`src/rtl/busbar_pkg.sv`:
```
/*
 Package for the busbar module register: word width, print-cycle timing,
 selection timing periods, the carrier struct for strobes and the print-state enum.
 Assumes a single 20 MHz system clock.
*/
package busbar_pkg;

	// ****************************************
	// Word and timing
	// ****************************************
	localparam int WORD_BITS       = 18;
	localparam int CLK_PERIOD_NS   = 50;
	localparam int PRINT_TIME_MS   = 100;
	localparam int PRINT_CYCLES    = (PRINT_TIME_MS * 1000000) / CLK_PERIOD_NS;
	localparam int PERIOD_BITS     = 3;
	localparam logic [PERIOD_BITS-1:0] PERIOD_UNPICK_A = 3'h0;
	localparam logic [PERIOD_BITS-1:0] PERIOD_UNPICK_B = 3'h1;
	localparam logic [PERIOD_BITS-1:0] PERIOD_SELECT   = 3'h3;
	localparam logic [PERIOD_BITS-1:0] PERIOD_XFER_A   = 3'h4;
	localparam logic [PERIOD_BITS-1:0] PERIOD_XFER_B   = 3'h5;

	// ****************************************
	// Carriers
	// ****************************************
	typedef struct packed {
		logic                   out_reg_clear;
		logic                   out_reg_load_strobe;
		logic                   out_gate_strobe;
		logic                   device_unpick_strobe;
		logic                   device_pick_strobe;
		logic [PERIOD_BITS-1:0] period;
	} strobes_t;

	typedef enum logic [1:0] {
		PR_IDLE = 2'b01,
		PR_BUSY = 2'b10
	} print_state_t;

endpackage

```
`src/rtl/busbar_drive.sv`:
```
/*
 Inverting busbar-drive buffer: forwards the active-low output busbars onto
 the active-high input busbars that feed every module's data inputs.
 Assumes the output busbars are a wired-OR of module drivers resolved outside.
*/
module busbar_drive #(
	parameter int WIDTH = 18
) (
	input  wire logic [WIDTH-1:0] i_bus_out_n,
	output logic      [WIDTH-1:0] o_bus_in
);
	// ****************************************
	// Inversion per line
	// ****************************************
	assign o_bus_in = ~i_bus_out_n;
endmodule

```
`src/rtl/busbar_module_register.sv`:
```
/*
 Printer-drive operational module: an N-bit register loaded from the input
 busbars under strobes, presented on the output busbars, with device
 selection and a busy flag covering the print cycle.
 Assumes strobes are one clock wide or longer and synchronous to i_sys_clk;
 output busbars are active low, resolved (wired) outside this module.
*/
// Summary of operation
// - A clear pulse forces every bit of the register to zero.
// - While the load strobe is active, bits whose input busbar is one are set.
// - With the load strobe inactive, busbar changes do not touch the register.
// - While the output gate is active, the stored word drives the output busbars.
// - Words move in parallel, one busbar line per register bit.
// - The drive buffer forwards output busbars onto the input busbars.
// - The drive buffer inverts each line, active-low out to active-high in.
// - After a character is loaded, busy stands for the whole print cycle.
// - While busy, busbar traffic does not disturb the held register.
// - The selection memory is cleared in periods 0 and 1 and set in period 3 on address match.
// - Only a selected device accepts clear and load, in periods 4 and 5.
module busbar_module_register
	import busbar_pkg::*;
#(
	parameter int WIDTH        = busbar_pkg::WORD_BITS,
	parameter int PRINT_COUNT  = busbar_pkg::PRINT_CYCLES,
	parameter logic [WORD_BITS-1:0] DEVICE_ADDR = 18'h00003
) (
	input  wire logic                       i_sys_clk,
	input  wire logic                       i_rst_n,
	input  wire busbar_pkg::strobes_t       i_strobes,
	input  wire logic [WIDTH-1:0]           i_bus_out_n,
	output logic      [WIDTH-1:0]           o_bus_in,
	output logic      [WIDTH-1:0]           o_drive_n,
	output logic                            o_selected,
	output logic                            o_busy,
	output logic                            o_print_start,
	output logic      [WIDTH-1:0]           o_char
);
	import busbar_pkg::*;

	// ****************************************
	// Elaboration checks
	// ****************************************
	if (WIDTH < 1 || WIDTH > WORD_BITS)
		$error("WIDTH must lie in 1..18");
	if (PRINT_COUNT < 2)
		$error("PRINT_COUNT must be at least 2");

	localparam int CNT_W = $clog2(PRINT_COUNT + 1);

	// ****************************************
	// Busbar drive
	// ****************************************
	logic [WIDTH-1:0] bus_in;

	busbar_drive #(.WIDTH(WIDTH)) u_drive (
		.i_bus_out_n (i_bus_out_n),
		.o_bus_in    (bus_in)
	);
	assign o_bus_in = bus_in;

	// ****************************************
	// Selection memory
	// ****************************************
	logic selected;
	logic next_selected;
	logic addr_match;
	logic in_unpick;
	logic in_xfer;

	assign addr_match = (bus_in == DEVICE_ADDR[WIDTH-1:0]);
	assign in_unpick  = (i_strobes.period == PERIOD_UNPICK_A) || (i_strobes.period == PERIOD_UNPICK_B);
	assign in_xfer    = (i_strobes.period == PERIOD_XFER_A) || (i_strobes.period == PERIOD_XFER_B);

	always_comb
	begin
		next_selected = selected;
		if (i_strobes.device_unpick_strobe && in_unpick)
			next_selected = 1'b0;
		else if (i_strobes.device_pick_strobe && i_strobes.period == PERIOD_SELECT && addr_match)
			next_selected = 1'b1;
	end

	always_ff @(posedge i_sys_clk or negedge i_rst_n)
	begin
		if (!i_rst_n)
			selected <= 1'b0;
		else
			selected <= next_selected;
	end

	// ****************************************
	// Module register
	// ****************************************
	logic [WIDTH-1:0] word;
	logic [WIDTH-1:0] next_word;
	logic             do_clear;
	logic             do_load;

	// Clear and load gated by selection so a shared strobe touches only this device;
	// both are refused while busy so the character being printed cannot be lost
	assign do_clear = i_strobes.out_reg_clear && selected && in_xfer && !o_busy;
	assign do_load  = i_strobes.out_reg_load_strobe && selected && in_xfer && !o_busy;

	always_comb
	begin
		next_word = word;
		if (do_clear)
			next_word = '0;
		else if (do_load)
			next_word = word | bus_in;
	end

	always_ff @(posedge i_sys_clk or negedge i_rst_n)
	begin
		if (!i_rst_n)
			word <= '0;
		else
			word <= next_word;
	end

	assign o_char = word;
	// Active-low drive: a one pulls its line low only while gated
	assign o_drive_n = i_strobes.out_gate_strobe ? ~word : '1;

	// ****************************************
	// Print cycle
	// ****************************************
	print_state_t     pstate;
	print_state_t     next_pstate;
	logic [CNT_W-1:0] cnt;
	logic [CNT_W-1:0] next_cnt;
	logic             load_seen;
	logic             next_load_seen;
	logic             start;

	// Print starts when the load strobe falls, so the word is complete
	assign start = load_seen && !do_load;

	always_comb
	begin
		next_pstate    = pstate;
		next_cnt       = cnt;
		next_load_seen = do_load;
		case (pstate)
			PR_IDLE:
			begin
				if (start)
				begin
					next_pstate = PR_BUSY;
					next_cnt    = CNT_W'(PRINT_COUNT - 1);
				end
			end
			PR_BUSY:
			begin
				if (cnt == '0)
					next_pstate = PR_IDLE;
				else
					next_cnt = cnt - 1'b1;
			end
			default:
			begin
				next_pstate = PR_IDLE;
				next_cnt    = '0;
			end
		endcase
	end

	always_ff @(posedge i_sys_clk or negedge i_rst_n)
	begin
		if (!i_rst_n)
		begin
			pstate    <= PR_IDLE;
			cnt       <= '0;
			load_seen <= 1'b0;
		end
		else
		begin
			pstate    <= next_pstate;
			cnt       <= next_cnt;
			load_seen <= next_load_seen;
		end
	end

	assign o_busy        = (pstate == PR_BUSY);
	assign o_print_start = (pstate == PR_IDLE) && start;
	assign o_selected    = selected;

	// ****************************************
	// Assertions
	// ****************************************
	property p_clear;
		@(posedge i_sys_clk) disable iff (!i_rst_n)
		do_clear |=> (word == '0);
	endproperty
	a_clear: assert property (p_clear) else $error("clear did not zero register");

	property p_load;
		@(posedge i_sys_clk) disable iff (!i_rst_n)
		(do_load && !do_clear) |=> (word == ($past(word) | $past(bus_in)));
	endproperty
	a_load: assert property (p_load) else $error("load did not copy busbars");

	property p_hold;
		@(posedge i_sys_clk) disable iff (!i_rst_n)
		(!do_load && !do_clear) |=> $stable(word);
	endproperty
	a_hold: assert property (p_hold) else $error("register changed without strobe");

	property p_drive;
		@(posedge i_sys_clk) disable iff (!i_rst_n)
		i_strobes.out_gate_strobe |-> (o_drive_n == ~word);
	endproperty
	a_drive: assert property (p_drive) else $error("output busbars not showing word");

	property p_invert;
		@(posedge i_sys_clk) disable iff (!i_rst_n)
		1'b1 |-> (o_bus_in == ~i_bus_out_n);
	endproperty
	a_invert: assert property (p_invert) else $error("drive buffer not inverting");

	property p_busy_start;
		@(posedge i_sys_clk) disable iff (!i_rst_n)
		o_print_start |=> (o_busy && cnt == CNT_W'(PRINT_COUNT - 1));
	endproperty
	a_busy_start: assert property (p_busy_start) else $error("busy not held after load");

	// Busy may only drop once the print counter has run down
	property p_busy_run;
		@(posedge i_sys_clk) disable iff (!i_rst_n)
		(o_busy && cnt != '0) |=> (o_busy && cnt == $past(cnt) - 1'b1);
	endproperty
	a_busy_run: assert property (p_busy_run) else $error("busy ended before print count");

	property p_busy_hold;
		@(posedge i_sys_clk) disable iff (!i_rst_n)
		o_busy |=> $stable(word);
	endproperty
	a_busy_hold: assert property (p_busy_hold) else $error("register disturbed while busy");

	property p_unpick;
		@(posedge i_sys_clk) disable iff (!i_rst_n)
		(i_strobes.device_unpick_strobe && in_unpick) |=> !selected;
	endproperty
	a_unpick: assert property (p_unpick) else $error("unpick did not clear selection");

	property p_sel_gate;
		@(posedge i_sys_clk) disable iff (!i_rst_n)
		!selected |=> $stable(word);
	endproperty
	a_sel_gate: assert property (p_sel_gate) else $error("unselected device changed");

	c_select: cover property (@(posedge i_sys_clk) disable iff (!i_rst_n) $rose(selected));
	c_load:   cover property (@(posedge i_sys_clk) disable iff (!i_rst_n) do_load);
	c_busy:   cover property (@(posedge i_sys_clk) disable iff (!i_rst_n) $fell(o_busy));
	c_drive:  cover property (@(posedge i_sys_clk) disable iff (!i_rst_n) i_strobes.out_gate_strobe && word != '0);
endmodule

```
`config.mk`:
```
export PLATFORM = sky130hd
export DESIGN_NAME = busbar_module_register
export DESIGN_NICKNAME = d
export VERILOG_FILES = /design/src/rtl/busbar_pkg.sv /design/src/rtl/busbar_drive.sv /design/src/rtl/busbar_module_register.sv
export SDC_FILE = /design/constraint.sdc
export NUM_CORES = 1
export LEC_CHECK = 0
export BUFFER_PORTS_ARGS = -buffer_cell sky130_fd_sc_hd__buf_2
export CORE_MARGIN = 3
export CORE_UTILIZATION = 49
export CTS_CLUSTER_SIZE = 16
export DETAILED_ROUTE_END_ITERATION = 12
export PLACE_DENSITY = 0.79
export SYNTH_ARGS = -nofsm -noshare
export SYNTH_HDL_FRONTEND = slang
export SYNTH_SLANG_ARGS = --single-unit
export TNS_END_PERCENT = 100
```
`constraint.sdc`:
```
create_clock -name i_sys_clk -period 2.87 [get_ports i_sys_clk]
set_input_delay 0.1435 -clock i_sys_clk [delete_from_list [all_inputs] [get_ports i_sys_clk]]
set_output_delay 0.1435 -clock i_sys_clk [all_outputs]
set_load 0.03 [all_outputs]
```
== After elaboration in Yosys (flattened, before gate mapping) ==
Cells that the tools add are included.

* Bits in registers: 43
* Word-level logic and storage cells: 51

* Add/sub/neg operators: 1
* Eq/ne operators: 10
* Muxes and demuxes: 11
* Bitwise operators: 3
* Reduce and logical (&&, ||, !) cells: 21

{| class="wikitable"
|+ Operator list
! cell !! number
|-
| $mux 18 || 3
|-
| $mux 21 || 2
|-
| $pmux 21 s2 || 1
|-
| $not 18->18 || 2
|-
| $logic_not 21->1 || 1
|-
| $sub 21x1->21 const B || 1
|-
| $eq 18x2->1 const B || 1
|-
| $or 18x18->18 || 1
|-
| $logic_and 1x1->1 || 11
|-
| $eq 3x3->1 const B || 2
|-
| $mux 2 || 2
|-
| $ne 2x2->1 const B || 2
|-
| $pmux 2 s2 || 1
|-
| $reduce_and 2->1 || 2
|-
| $reduce_bool 2->1 || 2
|-
| $eq 3x1->1 const B || 1
|-
| $eq 3x2->1 const B || 1
|-
| $logic_not 3->1 || 1
|-
| $eq 2x1->1 const B || 1
|-
| $eq 2x2->1 const B || 1
|-
| $logic_not 1->1 || 2
|-
| $logic_or 1x1->1 || 2
|-
| $mux 1 || 2
|-
| $ne 2x1->1 const B || 1
|}

== Longest topological paths before layout ==
* Depth after elaboration: 8
* Gate-level depth with buffers: 10

== By module ==
A second synthesis with hierarchy kept.

* Cell total of the unflattened synthesis: 273
* Area, all modules: 2318.5 um2

{| class="wikitable"
|+ Modules (own cells, without submodules)
! module !! times used !! cells an instance !! area each (um2) !! sequential area each (um2)
|-
| busbar_module_register || 1 || 255 || 2250.9 || 1077.3
|-
| busbar_drive || 1 || 18 || 67.6 || 0.0
|}

== Least setup slack after synthesis ==
Ideal clock, no wire load.

* Path kind: flip-flop to flip-flop
* Start: register pstate[0]
* End: register cnt[20]
* Setup time: 126 ps
* Data arrival time: 2402 ps
* Slack: 342 ps
* Cell stages (with the launch flop): 9
* Path buffers: 1
* Cell sequence: dfstp_2 -> inv_1 -> ha_1 -> buf_2 -> nor4bb_1 -> nand2_1 -> and3_1 -> nor2b_1 -> a221o_1

* Cells in the longest elaborated chain, start to end: 7

{| class="wikitable"
|+ Ends and longest elaborated chain
! element !! RTL line !! source
|-
| from (decl) || busbar_module_register.sv:128 || <nowiki>print_state_t pstate;</nowiki>
|-
| from (signal assigned) || busbar_module_register.sv:178 || <nowiki>pstate <= next_pstate;</nowiki>
|-
| $eq 2x2->1 (*) || busbar_module_register.sv:184 || <nowiki>assign o_busy = (pstate == PR_BUSY);</nowiki>
|-
| net o_busy || busbar_module_register.sv:34 || <nowiki>output logic o_busy,</nowiki>
|-
| $logic_not 1->1 || busbar_module_register.sv:102 || <nowiki>assign do_load = i_strobes.out_reg_load_strobe && selected && in_xfer && !o_busy;</nowiki>
|-
| $logic_and 1x1->1 || busbar_module_register.sv:102 ||
|-
| $logic_not 1->1 || busbar_module_register.sv:137 || <nowiki>assign start = load_seen && !do_load;</nowiki>
|-
| $logic_and 1x1->1 || busbar_module_register.sv:137 ||
|-
| $ne 2x2->1 (no source line) || n/a ||
|-
| $reduce_and 2->1 (no source line) || n/a ||
|-
| to (signal assigned) || busbar_module_register.sv:179 || <nowiki>cnt <= next_cnt;</nowiki>
|-
| to (decl) || busbar_module_register.sv:130 || <nowiki>logic [CNT_W-1:0] cnt;</nowiki>
|}

Mark *: on every way through the listed nets, which the timed path passes. The rest lies on a longest branch.
A chain may end at the register's enable or synchronous reset.

== Worst setup path after layout ==
* Start: register pstate[0]
* End: register cnt[4]

* Cells in the longest elaborated chain, start to end: 7

{| class="wikitable"
|+ Ends and longest elaborated chain
! element !! RTL line
|-
| $eq 2x2->1 || busbar_module_register.sv:144, busbar_module_register.sv:184
|-
| $logic_not 1->1 || busbar_module_register.sv:102
|-
| $logic_and 1x1->1 || busbar_module_register.sv:102
|-
| $logic_not 1->1 || busbar_module_register.sv:137
|-
| $logic_and 1x1->1 || busbar_module_register.sv:137
|-
| $ne 2x2->1 (no source line) || n/a
|-
| $reduce_and 2->1 (no source line) || n/a
|}

Several ways; a longest one is shown, not always the timed one.

==> out/qor.csv <==
metric;value;unit
Filler cells;405;
DRC errors left;0;
die area;5580;µm²
CP delay by family, top;simple AND/OR/NAND/NOR gates;
YS warnings;0;
Antenna diodes;0;
post-route setup TNS;0;ns
worst endpoint required time;3.04;ns
Post-Syn Instances;277;
gpl congestion;0.862;
FP Rows;24;
Core Util, Final;0.649;
slew margin rel.;0.362;
RSZ-0062 raised after global routing;false;
syn avg cell area;8.36;µm²
grt ovf;0;
hpwl dp;4470;µm
achievable frequency;394;MHz
cell internal pwr;0.000886;W
status;finished clean;
Num CTS Buffers;5;
first-pass GRT wire length;9580;µm
initial antenna violation count;0;
crit-path cells;inv_1 > ha_1 > nor4bb_1 > a31o_2 > a31o_2 > or2_2 > o21ai_0;
Total GRT Usage;0.221;
CTS Root Buffer Type;clkbuf_8;
endpoints failing setup;0;
cell area after synthesis;2310;µm²
Worst Tran Pin Value;0.957;ns
Syn Nets;308;
Leakage;1.44;nW
# nets final;389;
Netlist cell types;43;
Buf+Inv Stages, Crit Path;1;
Logic pwr share;0.079;
CTS tree;yes;
sequential area share after synthesis;0.465;
CP max FO;19;
synthesized flop and latch total;43;
commonest non-fill, non-tap cell in the layout;buf_2;
Crit-path slowest cell;nor4bb_1;
Tmin final;2.54;ns
Worst setup EP type;flop;
sw frac;0.230;
DRT Pass-1 Iters;4;
vias in the first global route;2104;
Net Sw Power;0.000265;W
largest stage delay on the critical path;0.56;ns
share of post-route cells with drive strength above 1;0.299;
Clock Sinks;43;
die width;74.7;µm
Max VDD drop;0.259;mV
nature of the critical path startpoint;flop;
Critical Path AT;2.70;ns
final slew viol count;0;
Final period util;0.883;
Flop pwr share;0.526;
Top-Level Pins;85;
Area Overhead vs Synth;24.5;%
Worst-Skew Late Latency;0.29;ns
core area;4440;µm²
most frequent cells in the layout;buf_2 (84), dfrtp_1 (42), nor2_1 (31), o21ai_0 (31), a21oi_1 (30);
vias;2332;
Clock Tree Buf Depth;2;
Initial Util;0.521;
HP Class;in -> async;
initial drt markers;147;
pwr dens;399;nW/µm²
vias per inst;5.69;
die height;74.7;µm
DRT Wirelength;6190;µm
Worst Skew;0.00597;ns
depth of the CTS H-tree;2;
WL/cell;15.1;µm
pin count of the biggest net entering global routing;44;
Hold Buf Count CTS;0;
Post-CTS Setup Bufs;0;
cells resized by post-CTS repair;0;
Post-DRT Antenna Nets;0;
I/O Buffers;84;
number of hold violations in the final report;0;
CTS clock-pin slew for the worst setup and hold paths;0.08;ns
cell mode on critical path;a31o_2;
Max-Cap Viols;0;
Crit Path Class;reg -> reg;
share of power burned in the clock network;0.395;
## worst paths after layout
kind | depth (start not counted) | slack, ns | start | to
min in group i_sys_clk | 2 | 0.01 | i_strobes[4] | o_selected
worst min-delay path | 1 | 0.001 | i_rst_n | o_char[3]
worst max-delay path | 7 | 0.33 | pstate[0] | cnt[4]
worst max register to register | 7 | 0.33 | pstate[0] | cnt[4]
worst min register to register | 1 | 0.49 | cnt[14] | cnt[14]
max in group asynchronous | 1 | 2.28 | i_rst_n | o_char[11]
## cell type report
cell class / count / area (µm²) / share of cell area
Clock buffer: 6 / 72.6 / 0.0252
Clock inverter: 1 / 30.0 / 0.0104
Inverter: 27 / 101 / 0.0352
Multi-Input combinational cell: 191 / 1070 / 0.372
Sequential cell: 43 / 1080 / 0.374
Tap cell: 52 / 65.1 / 0.0226
Timing Repair Buffer: 90 / 465 / 0.161
## stage by stage
step | cell area [µm²] | hold slack (ns) | power (W) | setup slack, ns | std cells
after floorplan | 2310 | -0.152 | 0.000659 | 0.342 | 277
after global placement | 2780 | 0.312 | 0.000707 | 0.529 | 403
after detailed placement | 2780 | 0.321 | 0.000709 | 0.376 | 403
after CTS | 2880 | 0.00433 | 0.00116 | 0.357 | 410
after global routing | 2880 | 0.00912 | 0.00120 | 0.205 | 410
final | 2880 | 0.000955 | 0.00115 | 0.335 | 410
## registers in the layout, summed over array words and instances (netlist names)
register and cells:
o_char 18, load_seen 1, cnt 21, o_selected 1, pstate 2
## power groups by stage
stage,registers [W],clock network [W],logic [W]
floorplan,0.000618,0,0.0000409
global placement,0.000618,0,0.0000894
detailed placement,0.000618,0,0.0000909
CTS,0.000606,0.000463,0.0000913
global route,0.000606,0.000494,0.0000983
finish,0.000606,0.000455,0.0000904
## per-layer routing
metal | GRT usage | wire [µm]
met5 | 0 | 0
met4 | 0.0632 | 29
met3 | 0.0507 | 381
met2 | 0.353 | 3130
met1 | 0.302 | 2650
## cell usage after synthesis
library cell,instances,area [µm²]
a21oi_1,30,150
a221o_1,1,10.0
a22o_1,1,8.76
a31o_2,2,17.5
a31oi_1,11,68.8
a32o_1,1,10.0
a41oi_1,1,8.76
and2_1,1,6.26
and3_1,3,18.8
buf_1,2,7.51
buf_2,3,15.0
clkbuf_1,10,37.5
clkbuf_2,1,5.00
clkinv_1,1,3.75
dfrtp_1,42,1050
dfstp_2,1,26.3
ha_1,3,37.5
inv_1,26,97.6
nand2_1,25,93.8
nand2b_1,3,18.8
nand3_1,5,25.0
nand4_1,4,25.0
nand4b_1,1,8.76
nor2_1,31,116
nor2b_1,3,18.8
nor3_1,9,45.0
nor4_1,3,18.8
nor4_2,1,12.5
nor4_4,1,21.3
nor4b_1,1,8.76
nor4bb_1,1,10.0
o21a_1,2,15.0
o21ai_0,31,155
o21ba_2,1,10.0
o21bai_1,1,7.51
o31ai_1,3,22.5
o41ai_1,2,17.5
o41ai_2,1,16.3
or2_1,1,6.26
or2_2,1,6.26
or3_1,1,6.26
or4_1,2,15.0
or4_4,3,33.8
## logic make-up after synthesis
group                    synth area share
AO/OA/AOI/OAI                       0.224
adder cells (fa/ha/maj)            0.0162
buffers and inverters              0.0719
flip-flops                          0.465
AND/OR/NAND/NOR                     0.223
No activity file was read; power rests on OpenSTA's default activity.
